`src/core/bfs_pkg.sv`:
```
/*
 * constants for the buck fault protection sequencer: timing figures and
 * the cycle counts derived from them at the 10 MHz clock.
 * assumes a single 10 MHz clock; all analog decisions arrive as
 * comparator levels from outside the clock domain.
 */
package bfs_pkg;
    localparam int unsigned CLK_HZ        = 10000000;
    // times as printed, in nanoseconds
    localparam int unsigned PG_DELAY_NS   = 1060000;
    localparam int unsigned SS_TIME_NS    = 2000000;
    localparam int unsigned PG_GLITCH_NS  = 2000;
    localparam int unsigned UV_DELAY_NS   = 68000;
    localparam int unsigned HICCUP_NS     = 14000000;
    localparam int unsigned CLK_NS        = 1000000000 / CLK_HZ;
    // least times round up to whole cycles
    localparam int unsigned PG_DELAY_CYC  =
        (PG_DELAY_NS + CLK_NS - 1) / CLK_NS;
    localparam int unsigned SS_TIME_CYC   =
        (SS_TIME_NS + CLK_NS - 1) / CLK_NS;
    localparam int unsigned PG_GLITCH_CYC =
        (PG_GLITCH_NS + CLK_NS - 1) / CLK_NS;
    localparam int unsigned UV_DELAY_CYC  =
        (UV_DELAY_NS + CLK_NS - 1) / CLK_NS;
    localparam int unsigned HICCUP_CYC    =
        (HICCUP_NS + CLK_NS - 1) / CLK_NS;
    localparam int unsigned CNT_W         = 24;
    localparam logic        PG_RST        = 1'b0;

    typedef enum logic [5:0] {
        BFS_OFF      = 6'h01,
        BFS_SOFTST   = 6'h02,
        BFS_RUN      = 6'h04,
        BFS_OVP      = 6'h08,
        BFS_HICCUP   = 6'h10,
        BFS_LATCHED  = 6'h20
    } bfs_state_e;
endpackage

```
`src/core/bfs_delay.sv`:
```
/*
 * qualified delay counter: done goes high once cond has held for
 * limit consecutive enabled cycles, and clears as soon as cond drops.
 * assumes cond is already synchronous to clk_i.
 */
`timescale 1ns/1ns
module bfs_delay #(
    parameter int unsigned W = 24
) (
    input  wire logic         clk_i,    // clock
    input  wire logic         arst_n_i, // async reset, low
    input  wire logic         ce_i,     // clock enable
    input  wire logic         cond_i,   // qualifying condition
    input  wire logic [W-1:0] limit_i,  // cycles to qualify
    output logic              done_o    // condition held long enough
);
    logic [W-1:0] cnt;

    if (W < 2) begin : g_bad_width
        $error("bfs_delay: width too small");
    end

    // counter clears whenever its condition drops
    always_ff @(posedge clk_i or negedge arst_n_i) begin
        if (!arst_n_i) begin
            cnt    <= '0;
            done_o <= 1'b0;
        end else if (ce_i) begin
            if (!cond_i) begin
                cnt    <= '0;
                done_o <= 1'b0;
            end else if (cnt + 1'b1 >= limit_i) begin
                done_o <= 1'b1;
            end else begin
                cnt <= cnt + 1'b1;
            end
        end
    end
endmodule

```
`src/core/bfs_sequencer.sv`:
```
/*
 * fault supervision and start-up sequencing for a synchronous buck stage.
 * assumes comparator and enable levels are asynchronous and pass a
 * two-flop synchroniser here; the on-time pulse and gate drivers are
 * outside and answer the one-cycle requests this block issues.
 */
// Function
// - negative limit in low-side on-time: low off, one on-time, low on
// - power-good rises 1.06 ms after both soft-start ramps finish
// - internal soft-start reported finished after 2 ms
// - external soft-start done when feedback reaches reference minus 50 mV
// - feedback below 80% or above 116% latches power-good low after 2 us; above 116% the overvoltage state drops it at once
// - latched power-good low clears only on enable toggle, supply reset or over-temperature
// - power-good held low once bias valid; monitored after soft-start
// - undervoltage held 68 us shuts down, sleeps 14 ms, restarts
// - undervoltage detection disabled until soft-start completes
// - undervoltage recovery before expiry clears the delay timer
// - overvoltage latches high side off, low side on to negative limit
// - overvoltage cycle ends after 68 us undervoltage, then latches off
// - 5% over reference forces continuous conduction, no fault latched
// - discharge mode: switches off, discharge on until feedback below 90 mV
// - discharge on enable low, over-temperature, bias or main lockout
// - bias lockout shuts off, no latch, restarts above rising level
// - main lockout stops switching, discharges soft-start pin, restarts
// - overheating stops switching, discharges soft-start, restarts fresh
`timescale 1ns/1ns
module bfs_sequencer #(
    parameter int unsigned HICCUP_CYC = bfs_pkg::HICCUP_CYC, // sleep
    parameter int unsigned SS_CYC     = bfs_pkg::SS_TIME_CYC, // ramp
    parameter int unsigned PGD_CYC    = bfs_pkg::PG_DELAY_CYC // pg delay
) (
    input  wire logic clk_i,        // 10 MHz clock
    input  wire logic arst_n_i,     // async reset, low
    input  wire logic ce_i,         // clock enable
    input  wire logic en_i,         // enable pin
    input  wire logic bias_ok_i,    // bias above rising lockout level
    input  wire logic main_ok_i,    // main supply above lockout level
    input  wire logic otp_i,        // over-temperature, with hysteresis
    input  wire logic fb_ssdone_i,  // feedback above reference - 50 mV
    input  wire logic fb_uv_i,      // feedback below 80 % of reference
    input  wire logic fb_ov_i,      // feedback above 116 % of reference
    input  wire logic fb_oob_i,     // feedback above 105 % of reference
    input  wire logic fb_low_i,     // feedback below 90 mV
    input  wire logic neg_lim_i,    // low-side current at negative limit
    input  wire logic ls_on_i,      // low side currently on
    input  wire logic ton_done_i,   // adaptive on-time expired (same clk)
    output logic      hs_en_o,      // high side may switch
    output logic      ls_force_o,   // hold low side on
    output logic      ton_req_o,    // pulse: fire one high-side on-time
    output logic      fccm_o,       // forced continuous conduction
    output logic      dis_sw_o,     // output discharge switch on
    output logic      ss_dis_o,     // discharge soft-start pin
    output logic      pg_output_o   // power-good, high when good
);
    // the hiccup, soft-start and power-good delays must fit the shared counter width and be at least one
    if (HICCUP_CYC >= (1 << bfs_pkg::CNT_W) || HICCUP_CYC < 1) begin : g_bad_hic
        $error("bfs_sequencer: hiccup count out of range");
    end
    if (SS_CYC >= (1 << bfs_pkg::CNT_W) || SS_CYC < 1) begin : g_bad_ss
        $error("bfs_sequencer: soft-start count out of range");
    end
    if (PGD_CYC >= (1 << bfs_pkg::CNT_W) || PGD_CYC < 1) begin : g_bad_pgd
        $error("bfs_sequencer: power-good count out of range");
    end

    ////////////////////////////////////////////////////////////////////
    // input synchronisers: first flop feeds only the second
    localparam int NIN = 11;
    logic [NIN-1:0] raw, s1, s2;
    assign raw = {en_i, bias_ok_i, main_ok_i, otp_i, fb_ssdone_i,
                  fb_uv_i, fb_ov_i, fb_oob_i, fb_low_i, neg_lim_i, ls_on_i};

    always_ff @(posedge clk_i or negedge arst_n_i) begin
        if (!arst_n_i) begin
            s1 <= '0;
            s2 <= '0;
        end else if (ce_i) begin
            s1 <= raw;
            s2 <= s1;
        end
    end

    logic en, bias_ok, main_ok, otp, ssdone, uv, ov, out_of_bounds_clamp, fblow, nlim, lson;
    assign {en, bias_ok, main_ok, otp, ssdone, uv, ov, out_of_bounds_clamp, fblow, nlim,
            lson} = s2;

    ////////////////////////////////////////////////////////////////////
    // power conditions and delay counters
    logic        power_ok;
    logic        in_ss;
    logic        ss_int_done;
    logic        ss_both;
    logic        pg_dly_done;
    logic        pg_bad_done;
    logic        uv_done;
    logic        hic_done;
    logic        pg_latch_low;
    bfs_pkg::bfs_state_e state, next_state;

    // any of these drops the converter and opens discharge
    assign power_ok = en && bias_ok && main_ok && !otp;

    assign in_ss   = (state == bfs_pkg::BFS_SOFTST);
    assign ss_both = ss_int_done && ssdone;

    bfs_delay #(.W(bfs_pkg::CNT_W)) u_ss (
        .clk_i   (clk_i),
        .arst_n_i(arst_n_i),
        .ce_i    (ce_i),
        .cond_i  (in_ss || state == bfs_pkg::BFS_RUN),
        .limit_i (bfs_pkg::CNT_W'(SS_CYC)),
        .done_o  (ss_int_done)
    );

    bfs_delay #(.W(bfs_pkg::CNT_W)) u_pgd (
        .clk_i   (clk_i),
        .arst_n_i(arst_n_i),
        .ce_i    (ce_i),
        .cond_i  (state == bfs_pkg::BFS_RUN),
        .limit_i (bfs_pkg::CNT_W'(PGD_CYC)),
        .done_o  (pg_dly_done)
    );

    bfs_delay #(.W(bfs_pkg::CNT_W)) u_pgbad (
        .clk_i   (clk_i),
        .arst_n_i(arst_n_i),
        .ce_i    (ce_i),
        .cond_i  (state == bfs_pkg::BFS_RUN && (uv || ov)),
        .limit_i (bfs_pkg::CNT_W'(bfs_pkg::PG_GLITCH_CYC)),
        .done_o  (pg_bad_done)
    );

    // undervoltage qualification only after soft-start; clears on recovery
    bfs_delay #(.W(bfs_pkg::CNT_W)) u_uv (
        .clk_i   (clk_i),
        .arst_n_i(arst_n_i),
        .ce_i    (ce_i),
        .cond_i  (uv && (state == bfs_pkg::BFS_RUN ||
                         state == bfs_pkg::BFS_OVP)),
        .limit_i (bfs_pkg::CNT_W'(bfs_pkg::UV_DELAY_CYC)),
        .done_o  (uv_done)
    );

    bfs_delay #(.W(bfs_pkg::CNT_W)) u_hic (
        .clk_i   (clk_i),
        .arst_n_i(arst_n_i),
        .ce_i    (ce_i),
        .cond_i  (state == bfs_pkg::BFS_HICCUP),
        .limit_i (bfs_pkg::CNT_W'(HICCUP_CYC)),
        .done_o  (hic_done)
    );

    ////////////////////////////////////////////////////////////////////
    // main sequencer
    always_comb begin
        next_state = state;
        case (state)
            bfs_pkg::BFS_OFF:
                if (power_ok) next_state = bfs_pkg::BFS_SOFTST;
            bfs_pkg::BFS_SOFTST:
                if (!power_ok) next_state = bfs_pkg::BFS_OFF;
                else if (ss_both) next_state = bfs_pkg::BFS_RUN;
            bfs_pkg::BFS_RUN:
                if (!power_ok) next_state = bfs_pkg::BFS_OFF;
                else if (ov) next_state = bfs_pkg::BFS_OVP;
                else if (uv_done) next_state = bfs_pkg::BFS_HICCUP;
            bfs_pkg::BFS_OVP:
                if (!power_ok) next_state = bfs_pkg::BFS_OFF;
                else if (uv_done) next_state = bfs_pkg::BFS_LATCHED;
            bfs_pkg::BFS_HICCUP:
                if (!power_ok) next_state = bfs_pkg::BFS_OFF;
                else if (hic_done) next_state = bfs_pkg::BFS_SOFTST;
            bfs_pkg::BFS_LATCHED:
                // only an enable toggle, supply loss or over-temperature leaves here
                if (!power_ok) next_state = bfs_pkg::BFS_OFF;
            default:
                next_state = bfs_pkg::BFS_OFF;
        endcase
    end

    always_ff @(posedge clk_i or negedge arst_n_i) begin
        if (!arst_n_i) state <= bfs_pkg::BFS_OFF;
        else if (ce_i) state <= next_state;
    end

    ////////////////////////////////////////////////////////////////////
    // negative-limit cycle: low off, one on-time, low back on
    logic nl_busy;
    logic cycle_mode;
    assign cycle_mode = (state == bfs_pkg::BFS_OVP) ||
                        (state == bfs_pkg::BFS_RUN && out_of_bounds_clamp);

    always_ff @(posedge clk_i or negedge arst_n_i) begin
        if (!arst_n_i) begin
            nl_busy   <= 1'b0;
            ton_req_o <= 1'b0;
        end else if (ce_i) begin
            ton_req_o <= 1'b0;
            if (nl_busy) begin
                if (ton_done_i) nl_busy <= 1'b0;
            end else if (nlim && lson &&
                         (state == bfs_pkg::BFS_RUN || cycle_mode)) begin
                nl_busy   <= 1'b1;
                ton_req_o <= 1'b1;
            end
        end
    end

    ////////////////////////////////////////////////////////////////////
    // gate and discharge requests
    always_ff @(posedge clk_i or negedge arst_n_i) begin
        if (!arst_n_i) begin
            hs_en_o    <= 1'b0;
            ls_force_o <= 1'b0;
            fccm_o     <= 1'b0;
            ss_dis_o   <= 1'b1;
        end else if (ce_i) begin
            // over-voltage keeps high side latched off except the one pulse
            hs_en_o    <= (next_state == bfs_pkg::BFS_SOFTST ||
                           next_state == bfs_pkg::BFS_RUN);
            ls_force_o <= (next_state == bfs_pkg::BFS_OVP) && !nl_busy;
            fccm_o     <= (next_state == bfs_pkg::BFS_RUN && out_of_bounds_clamp) ||
                          next_state == bfs_pkg::BFS_OVP;
            ss_dis_o   <= (next_state != bfs_pkg::BFS_SOFTST &&
                           next_state != bfs_pkg::BFS_RUN);
        end
    end

    // discharge switch runs only while disabled and feedback above 90 mV
    always_ff @(posedge clk_i or negedge arst_n_i) begin
        if (!arst_n_i) dis_sw_o <= 1'b0;
        else if (ce_i) dis_sw_o <= !power_ok && !fblow;
    end

    ////////////////////////////////////////////////////////////////////
    // power-good: held low by default, latched low on window fault
    always_ff @(posedge clk_i or negedge arst_n_i) begin
        if (!arst_n_i) begin
            pg_latch_low <= 1'b0;
            pg_output_o  <= bfs_pkg::PG_RST;
        end else if (ce_i) begin
            if (state == bfs_pkg::BFS_OFF) pg_latch_low <= 1'b0;
            else if (pg_bad_done) pg_latch_low <= 1'b1;
            pg_output_o <= pg_dly_done && !pg_latch_low && !pg_bad_done &&
                           state == bfs_pkg::BFS_RUN && ss_both;
        end
    end

    ////////////////////////////////////////////////////////////////////
    // checks
    a_pg_needs_run: assert property (@(posedge clk_i) disable iff
        (!arst_n_i) pg_output_o |-> $past(state) == bfs_pkg::BFS_RUN)
        else $error("power-good high outside run");
    a_pg_latched: assert property (@(posedge clk_i) disable iff
        (!arst_n_i) (ce_i && pg_latch_low) |=> !pg_output_o)
        else $error("power-good high while latched low");
    a_pg_clear_off: assert property (@(posedge clk_i) disable iff
        (!arst_n_i) (pg_latch_low && $past(pg_latch_low) &&
        !$past(pg_latch_low, 2)) |-> state != bfs_pkg::BFS_SOFTST)
        else $error("latch set outside monitor");
    a_ovp_hs_off: assert property (@(posedge clk_i) disable iff
        (!arst_n_i) (ce_i && state == bfs_pkg::BFS_OVP &&
        next_state == bfs_pkg::BFS_OVP) |=> !hs_en_o)
        else $error("high side enabled in overvoltage");
    a_latch_stays: assert property (@(posedge clk_i) disable iff
        (!arst_n_i) (state == bfs_pkg::BFS_LATCHED && power_ok) |=>
        state == bfs_pkg::BFS_LATCHED)
        else $error("latched-off state left without toggle");
    a_uv_needs_ss: assert property (@(posedge clk_i) disable iff
        (!arst_n_i) in_ss |=> state != bfs_pkg::BFS_HICCUP)
        else $error("hiccup from soft-start");
    // a frozen clock enable holds the pulse, so only enabled edges count
    a_ton_pulse: assert property (@(posedge clk_i) disable iff
        (!arst_n_i) (ce_i && ton_req_o) |=> !ton_req_o)
        else $error("on-time request longer than one cycle");
    a_ss_dis_off: assert property (@(posedge clk_i) disable iff
        (!arst_n_i) (ce_i && !power_ok) |=> ss_dis_o && !hs_en_o)
        else $error("switching while power bad");
    a_dis_low_fb: assert property (@(posedge clk_i) disable iff
        (!arst_n_i) (ce_i && fblow) |=> !dis_sw_o)
        else $error("discharge on below 90 mV");

    // mode outputs and timers against the state that asks for them
    a_oob_fccm: assert property (@(posedge clk_i) disable iff
        (!arst_n_i) (ce_i && out_of_bounds_clamp && state == bfs_pkg::BFS_RUN &&
        next_state == bfs_pkg::BFS_RUN) |=> fccm_o && hs_en_o)
        else $error("out-of-bounds without continuous conduction");
    a_ovp_ls_hold: assert property (@(posedge clk_i) disable iff
        (!arst_n_i) (ce_i && !nl_busy && state == bfs_pkg::BFS_OVP &&
        next_state == bfs_pkg::BFS_OVP) |=> ls_force_o)
        else $error("low side released in overvoltage");
    a_hic_sleep: assert property (@(posedge clk_i) disable iff
        (!arst_n_i) (ce_i && next_state == bfs_pkg::BFS_HICCUP) |=>
        !hs_en_o && ss_dis_o)
        else $error("switching during hiccup sleep");
    a_pg_delay: assert property (@(posedge clk_i) disable iff
        (!arst_n_i) (ce_i && !pg_dly_done) |=> !pg_output_o)
        else $error("power-good before its delay");
    a_uv_timer_clr: assert property (@(posedge clk_i) disable iff
        (!arst_n_i) (ce_i && !uv) |=> !uv_done)
        else $error("undervoltage timer kept after recovery");

    c_pg_high: cover property (@(posedge clk_i) $rose(pg_output_o));
    c_hiccup:  cover property (@(posedge clk_i)
        state == bfs_pkg::BFS_HICCUP);
    c_latched: cover property (@(posedge clk_i)
        state == bfs_pkg::BFS_LATCHED);
    c_oob:     cover property (@(posedge clk_i) fccm_o && hs_en_o);
endmodule
```
`config.mk`:
```
export PLATFORM = sky130hd
export DESIGN_NAME = bfs_sequencer
export DESIGN_NICKNAME = d
export VERILOG_FILES = /design/src/core/bfs_pkg.sv /design/src/core/bfs_delay.sv /design/src/core/bfs_sequencer.sv
export SDC_FILE = /design/constraint.sdc
export NUM_CORES = 1
export LEC_CHECK = 0
export BUFFER_PORTS_ARGS = -buffer_cell sky130_fd_sc_hd__buf_2
export CORE_UTILIZATION = 43
export CTS_CLUSTER_DIAMETER = 50
export CTS_CLUSTER_SIZE = 30
export DETAILED_ROUTE_END_ITERATION = 10
export SETUP_SLACK_MARGIN = 0.05
export SLEW_MARGIN = 40
export SYNTH_ARGS = -nofsm -noshare
export SYNTH_HDL_FRONTEND = slang
export SYNTH_SLANG_ARGS = --single-unit
```
`constraint.sdc`:
```
create_clock -name clk_i -period 3.5 [get_ports clk_i]
set_input_delay 0.35 -clock clk_i [delete_from_list [all_inputs] [get_ports clk_i]]
set_output_delay 0.35 -clock clk_i [all_outputs]
set_load 0.1 [all_outputs]
```
==> results_dict.tcl, run 1 <==
set metrics [dict create \
    critical_path_required_ns 3.82 \
    synthesized_area_fraction_occupied_by_ao_oa_aoi_and_oai_cells 0.1839 \
    post_route_cells_drive_above_1_share 0.1459 \
    p_leak_nw 4.356 \
    worst_voltage_drop_across_the_vdd_grid_uv 307.3 \
    worstRegToRegCells 8 \
    critical_path_class "reg2reg" \
    layout-area-overhead-vs-synth_pct 11.49 \
    yosys.area_share.adder 0.006736 \
    grt_pass1_vias 6991 \
    drt-initial-drc-count 506 \
    critical_path.max_fanout 12 \
    grt.overflow.total 0 \
    critical_path.startpoint_type "flop" \
    synth-seq-area-share 0.4368 \
    syn_nets 1014 \
    synth_seq_cells 162 \
    clk_pin_slew_worst_paths_ns 0.07 \
    top_layer "met4" \
    dr_total_vias 7701 \
    synth_area_mm2 0.009288 \
    routabilityCongestion 0.9459 \
    report.final.hold_viol_count 0 \
    io_pins 22 \
    drc_viols 0 \
    yosysWarningCount 0 \
    cts.root.buffer_cell "clkbuf_16" \
    run_status "completed" \
    regToRegEndpoint "u_pgd.cnt[0]" \
    cap_viol_max_count 0 \
    globalRouteTotalUtil 0.1986 \
    area_of_the_multi_input_gates_mm2 0.004860 \
    wl_per_cell_um 16.18 \
    fill_cells 1993 \
    power-per-cell-area_mw_per_mm2 403.8 \
    timing.critical_path.cells "nand4_2, or4_1, a2111o_1, a21oi_2, o22ai_2, or2_1, a21o_2, mux2_2" \
    share_of_the_core_filled_with_cells_in_the_final_layout 0.4910 \
    fp.dieW_um 149.0 \
    synthSimpleGateAreaFrac 0.2690 \
    arrival_ns 3.57 \
    drt_wirelength_um 20970 \
    placed_cells 1263 \
    routed_via_density 5.942 \
    cts.path.max_buffers 2 \
    async_reset_ff_frac 1.000 \
    coreArea_mm2 0.02109 \
    cpMaxStageDelayCell "or4_1" \
    timing.final.crit_period_ns 3.251 \
    drt-met1-wl_um 10440 \
    hold-path-cell-count 2 \
    non_filler_instance_count_after_layout 1296 \
    edff_count_synth 0 \
    mostFrequentLayoutCell "dfrtp_1" \
    rr_startpoint "u_pgd.cnt[3]" \
    max-slew-margin-rel 0.5211 \
    synthesis.instances 994 \
    clock_buffer_count_from_cts 17 \
    worstSkewPairLatency_ns 0.43 \
    final.period_utilization 0.9290 \
    detailed_place_hpwl_um 14230 \
    final_cell_mix "dfrtp_1 (160), and2_1 (72), nand2_1 (71)" \
    synth_xor_xnor_area_share 0.01697 \
    total_inserted_antenna_cells 0 \
    muxShareOfSynthArea 0.04392 \
    clock_sinks 162 \
    timing.reg2reg.setup_slack_ns 0.25 \
    cts.repair_timing.setup_buffer_count 0 \
    nNetsFinal 1028 \
    antenna_violating_nets_post_route 0 \
    max_freq_ghz 0.3076 \
    grt_first_pass_wirelength_um 35620 \
    slew_viol_final 0 \
    min_from "fb_ov_i" \
    finClkSkew_ns 0.009962 \
    dieArea_mm2 0.02219 \
    antenna_violations_before_repair 0 \
    synth_top_family_by_area "simple AND/OR/NAND/NOR gates" \
    met2_length_um 9203 \
    cpPeakStageDelay_ns 0.65 \
    fp.dieH_um 149.0 \
    synthesis.area_per_instance_um2 9.344 \
    finalSetupViolCount 0 \
    dpl_worst_slack_ns 0.2638 \
    min_to "s1[4]" \
    synth_unique_cells 85 \
    place.port_buffers 21 \
    number_of_levels_the_h_tree_was_split_into 4 \
    ys.flop_type "dfrtp_1" \
    pin_count_of_the_biggest_net_entering_global_routing 75 \
    worst_pin_slew_ns 0.7140 \
    start_util 0.4404 \
    end_kind "flop" \
    detail_route.first_pass.iterations 5 \
    tritoncts "done" \
    rows 53 \
    setup-tns-final_ns 0 \
    register_area_mm2 0.004056 \
    hold_path.class "in2reg" \
    fin_ws_ns 0.2486 \
    rsz_0062_raised_after_global_routing "no" \
    met3RoutedLength_um 1033 \
]
[report_power, final]
part           internal (mW)  switching (mW)  leakage (nW)  total, mW
clock network           1.23           0.807         0.318       2.04
logic                 0.0616           0.142          1.84      0.204
registers               1.91          0.0284          2.20       1.94
[layer usage]
metal	up-vias	track usage
li1	3807	-
met1	3667	0.2883
met2	196	0.2951
met3	31	0.04006
met4	0	0.06327
met5	-	0
[kinds of logic after synthesis]
family / Yosys count
AOI/OAI and AO/OA: 242
xor gates and xnor gates: 18
adders and majority gates: 5
buffers and inverters: 82
DFF: 162
muxes: 37
and+or+nand+nor: 448
[critical path, delay by kind of cell, from the launching register on]
| family | cells | cell delay (ns) |
|---|---|---|
| and+or+nand+nor | 3 | 1.25 |
| DFF | 1 | 0.51 |
| muxes | 1 | 0.28 |
| AOI/OAI and AO/OA | 4 | 1.11 |
[sequential cells by signal (all words and copies together) (netlist names), 6 cells and up]
register and count:
u_hic.cnt 24, u_pgd.cnt 24, s2 11, u_ss.cnt 24, s1 11, state 6, u_uv.cnt 24, u_pgbad.cnt 24
[cell usage after synthesis, drive strengths merged (6+ instances only)]
cell	number	area, µm²
dfrtp	160	4004
and2	72	450.4
nand2	72	272.8
nand3	63	315.3
nor2	59	224.0
o21ai	54	270.3
clkbuf	42	197.7
a21oi	37	188.9
nand4	33	219.0
nor3	31	155.2
mux2	30	337.8
nor4	26	168.9
inv	23	86.33
o31ai	20	150.1
a31oi	17	106.4
and4	17	150.1
o211ai	17	127.6
or3	16	100.1
a22o	15	132.6
buf	15	97.59
and3	14	93.84
xnor2	13	113.9
or4	10	75.07
a211o	8	70.07
a21o	8	61.31
nor4b	8	70.07
a41oi	7	61.31
mux2i	7	70.07
a211oi	6	45.04
a31o	6	52.55
nand2b	6	37.54
o31a	6	52.55
[layout make-up]
| class | instances | area share |
|---|---|---|
| Sequential cell | 162 | 0.3917 |
| Clock inverter | 14 | 0.01921 |
| Clock buffer | 18 | 0.04241 |
| Tap cell | 275 | 0.03323 |
| Timing Repair Buffer | 53 | 0.03540 |
| Multi-Input combinational cell | 750 | 0.4693 |
| Inverter | 24 | 0.008700 |
[per-stage QoR]
stage | hold slack [ns] | power (mW) | instance area (µm²)
5_1_grt | 0.1341 | 4.335 | 10350
6_report | 0.1476 | 4.182 | 10350
3_5_place_dp | 0.4254 | 2.184 | 9688
2_1_floorplan | 0.05441 | 2.095 | 9288
4_1_cts | 0.1325 | 4.235 | 10340
3_3_place_gp | 0.4244 | 2.180 | 9688
[worst max-delay path by stage]
stage / startpoint / endpoint / depth (start not counted)
CTS: u_pgd.cnt[3] / u_pgd.cnt[0] / 8
detailed placement: u_pgd.cnt[3] / u_pgd.cnt[0] / 8
global placement: u_pgd.cnt[3] / u_pgd.cnt[0] / 8
floorplan: u_uv.cnt[1] / u_uv.cnt[14] / 10
finish: u_pgd.cnt[3] / u_pgd.cnt[0] / 8
global route: u_ss.cnt[0] / u_ss.cnt[14] / 10
[repair_timing]
| item | in CTS | in global routing |
|---|---|---|
| endpoints found under the setup margin | 0 | 13 |
| hold buffers | 1 | 0 |
| resized for setup | 0 | 4 |
| hold endpoints to repair | 71 | 0 |
No activity file was read; power rests on OpenSTA's default activity.
==> run 2: changes to the inputs <==
- PLACE_DENSITY: default -> 0.65
- SETUP_SLACK_MARGIN: 0.05 -> 0.1
==> results_dict.tcl, run 2 (same netlist as run 1, synthesis figures left out) <==
set metrics [dict create \
    run_status "completed" \
    coreArea_mm2 0.02109 \
    finClkSkew_ns 0.01105 \
    drc_viols 0 \
    routabilityCongestion 0.9061 \
    timing.critical_path.cells "ha_1, nand3_1, nor4_1, buf_4, nand4_1, a22oi_1, o311ai_2, or2_1, a21o_2, mux2_2" \
    finalSetupViolCount 0 \
    arrival_ns 3.50 \
    place.port_buffers 21 \
    grt_first_pass_wirelength_um 35690 \
    report.final.hold_viol_count 0 \
    grt_pass1_vias 7290 \
    power-per-cell-area_mw_per_mm2 383.8 \
    drt-initial-drc-count 558 \
    fp.dieW_um 149.0 \
    worst_pin_slew_ns 0.6813 \
    rows 53 \
    hold-path-cell-count 2 \
    max-slew-margin-rel 0.5458 \
    slew_viol_final 0 \
    critical_path.max_fanout 12 \
    post_route_cells_drive_above_1_share 0.1498 \
    detailed_place_hpwl_um 14030 \
    dr_total_vias 7743 \
    mostFrequentLayoutCell "dfrtp_1" \
    detail_route.first_pass.iterations 5 \
    fill_cells 1941 \
    antenna_violating_nets_post_route 0 \
    clock_sinks 162 \
    pin_count_of_the_biggest_net_entering_global_routing 87 \
    worst_voltage_drop_across_the_vdd_grid_uv 290.2 \
    max_freq_ghz 0.3150 \
    dpl_worst_slack_ns 0.2662 \
    fin_ws_ns 0.3252 \
    regToRegEndpoint "u_pgd.cnt[0]" \
    timing.final.crit_period_ns 3.175 \
    path_delay_family "simple AND/OR/NAND/NOR gates" \
    globalRouteTotalUtil 0.1981 \
    cap_viol_max_count 0 \
    start_util 0.4404 \
    crit_path_cell_count 10 \
    clk_pin_slew_worst_paths_ns 0.07 \
    layout-area-overhead-vs-synth_pct 11.41 \
    tritoncts "done" \
    final_cell_mix "dfrtp_1 (159), and2_1 (72), nand2_1 (71)" \
    number_of_levels_the_h_tree_was_split_into 4 \
    critical_path.startpoint_type "flop" \
    routed_via_density 5.942 \
    p_leak_nw 4.356 \
    fp.dieH_um 149.0 \
    cpPeakStageDelay_ns 0.47 \
    final.period_utilization 0.9071 \
    area_of_the_multi_input_gates_mm2 0.004845 \
    min_from "otp_i" \
    cts.path.max_buffers 2 \
    worstRegToRegCells 10 \
    cpMaxStageDelayCell "dfrtp_1" \
    nNetsFinal 1035 \
    drt_wirelength_um 20760 \
    register_area_mm2 0.004058 \
    critical_path_class "reg2reg" \
    critical_path_required_ns 3.83 \
    io_pins 22 \
    dieArea_mm2 0.02219 \
    wl_per_cell_um 15.93 \
    antenna_violations_before_repair 0 \
    setup-tns-final_ns 0 \
    worstSkewPairLatency_ns 0.44 \
    min_to "s1[7]" \
    end_kind "flop" \
    grt.overflow.total 0 \
    hold_path.class "in2reg" \
    cts.repair_timing.setup_buffer_count 0 \
    cts.root.buffer_cell "clkbuf_16" \
    rsz_0062_raised_after_global_routing "no" \
    critical_path_buffer_and_inverter_count 1 \
    total_inserted_antenna_cells 0 \
    timing.reg2reg.setup_slack_ns 0.33 \
    rr_startpoint "u_pgd.cnt[0]" \
    clock_buffer_count_from_cts 17 \
]
-- run 2: metrics by stage --
stage	std cells	cell area (µm²)	util	hold slack, ns	power [mW]
after floorplan	994	9288	-	0.05441	2.095
after global placement	1270	9753	0.4625	0.4411	2.179
after detailed placement	1270	9753	0.4625	0.4582	2.184
after CTS	1303	10340	0.4903	0.1154	4.028
after global routing	1303	10350	0.4907	0.1279	4.117
final	1303	10350	0.4907	0.1373	3.971
-- run 2: power by group --
| group | internal (mW) | leakage (nW) | switching, mW |
|---|---|---|---|
| combinational | 0.0633 | 1.88 | 0.141 |
| sequential | 1.91 | 2.20 | 0.0294 |
| clock | 0.966 | 0.277 | 0.860 |
-- run 2: cell type report --
type                    instances  share of cell area
flip-flops and latches        162              0.3921
well taps                     275             0.03325
clock buffers                  19             0.04281
clock inverters                13             0.01294
repair buffers                 60             0.04196
multi-input cells             750              0.4682
inverters                      24            0.008706
-- run 2: how the worst max path moves through the flow --
stage | end | slack [ns] | startpoint
2_1_floorplan | u_uv.cnt[14] | 0.54 | u_uv.cnt[1]
3_3_place_gp | u_pgd.cnt[0] | 0.36 | u_pgd.cnt[0]
3_5_place_dp | u_pgd.cnt[0] | 0.27 | u_pgd.cnt[3]
4_1_cts | u_pgd.cnt[0] | 0.26 | u_pgd.cnt[3]
5_1_grt | u_uv.cnt[4] | 0.10 | u_uv.cnt[0]
6_report | u_pgd.cnt[0] | 0.33 | u_pgd.cnt[0]
-- run 2: timing repair --
item,in CTS,in global routing
endpoints found under the hold margin,54,0
setup endpoints to repair,0,4
resized for setup,0,2
hold buffers,1,0
-- run 2: per-layer routing --
metal	vias up	GRT usage	routed length, µm
met4	0	0.06939	314
met5	-	0	0
met3	25	0.03884	894
li1	3787	-	-
met2	177	0.3019	9164
met1	3754	0.2796	10380
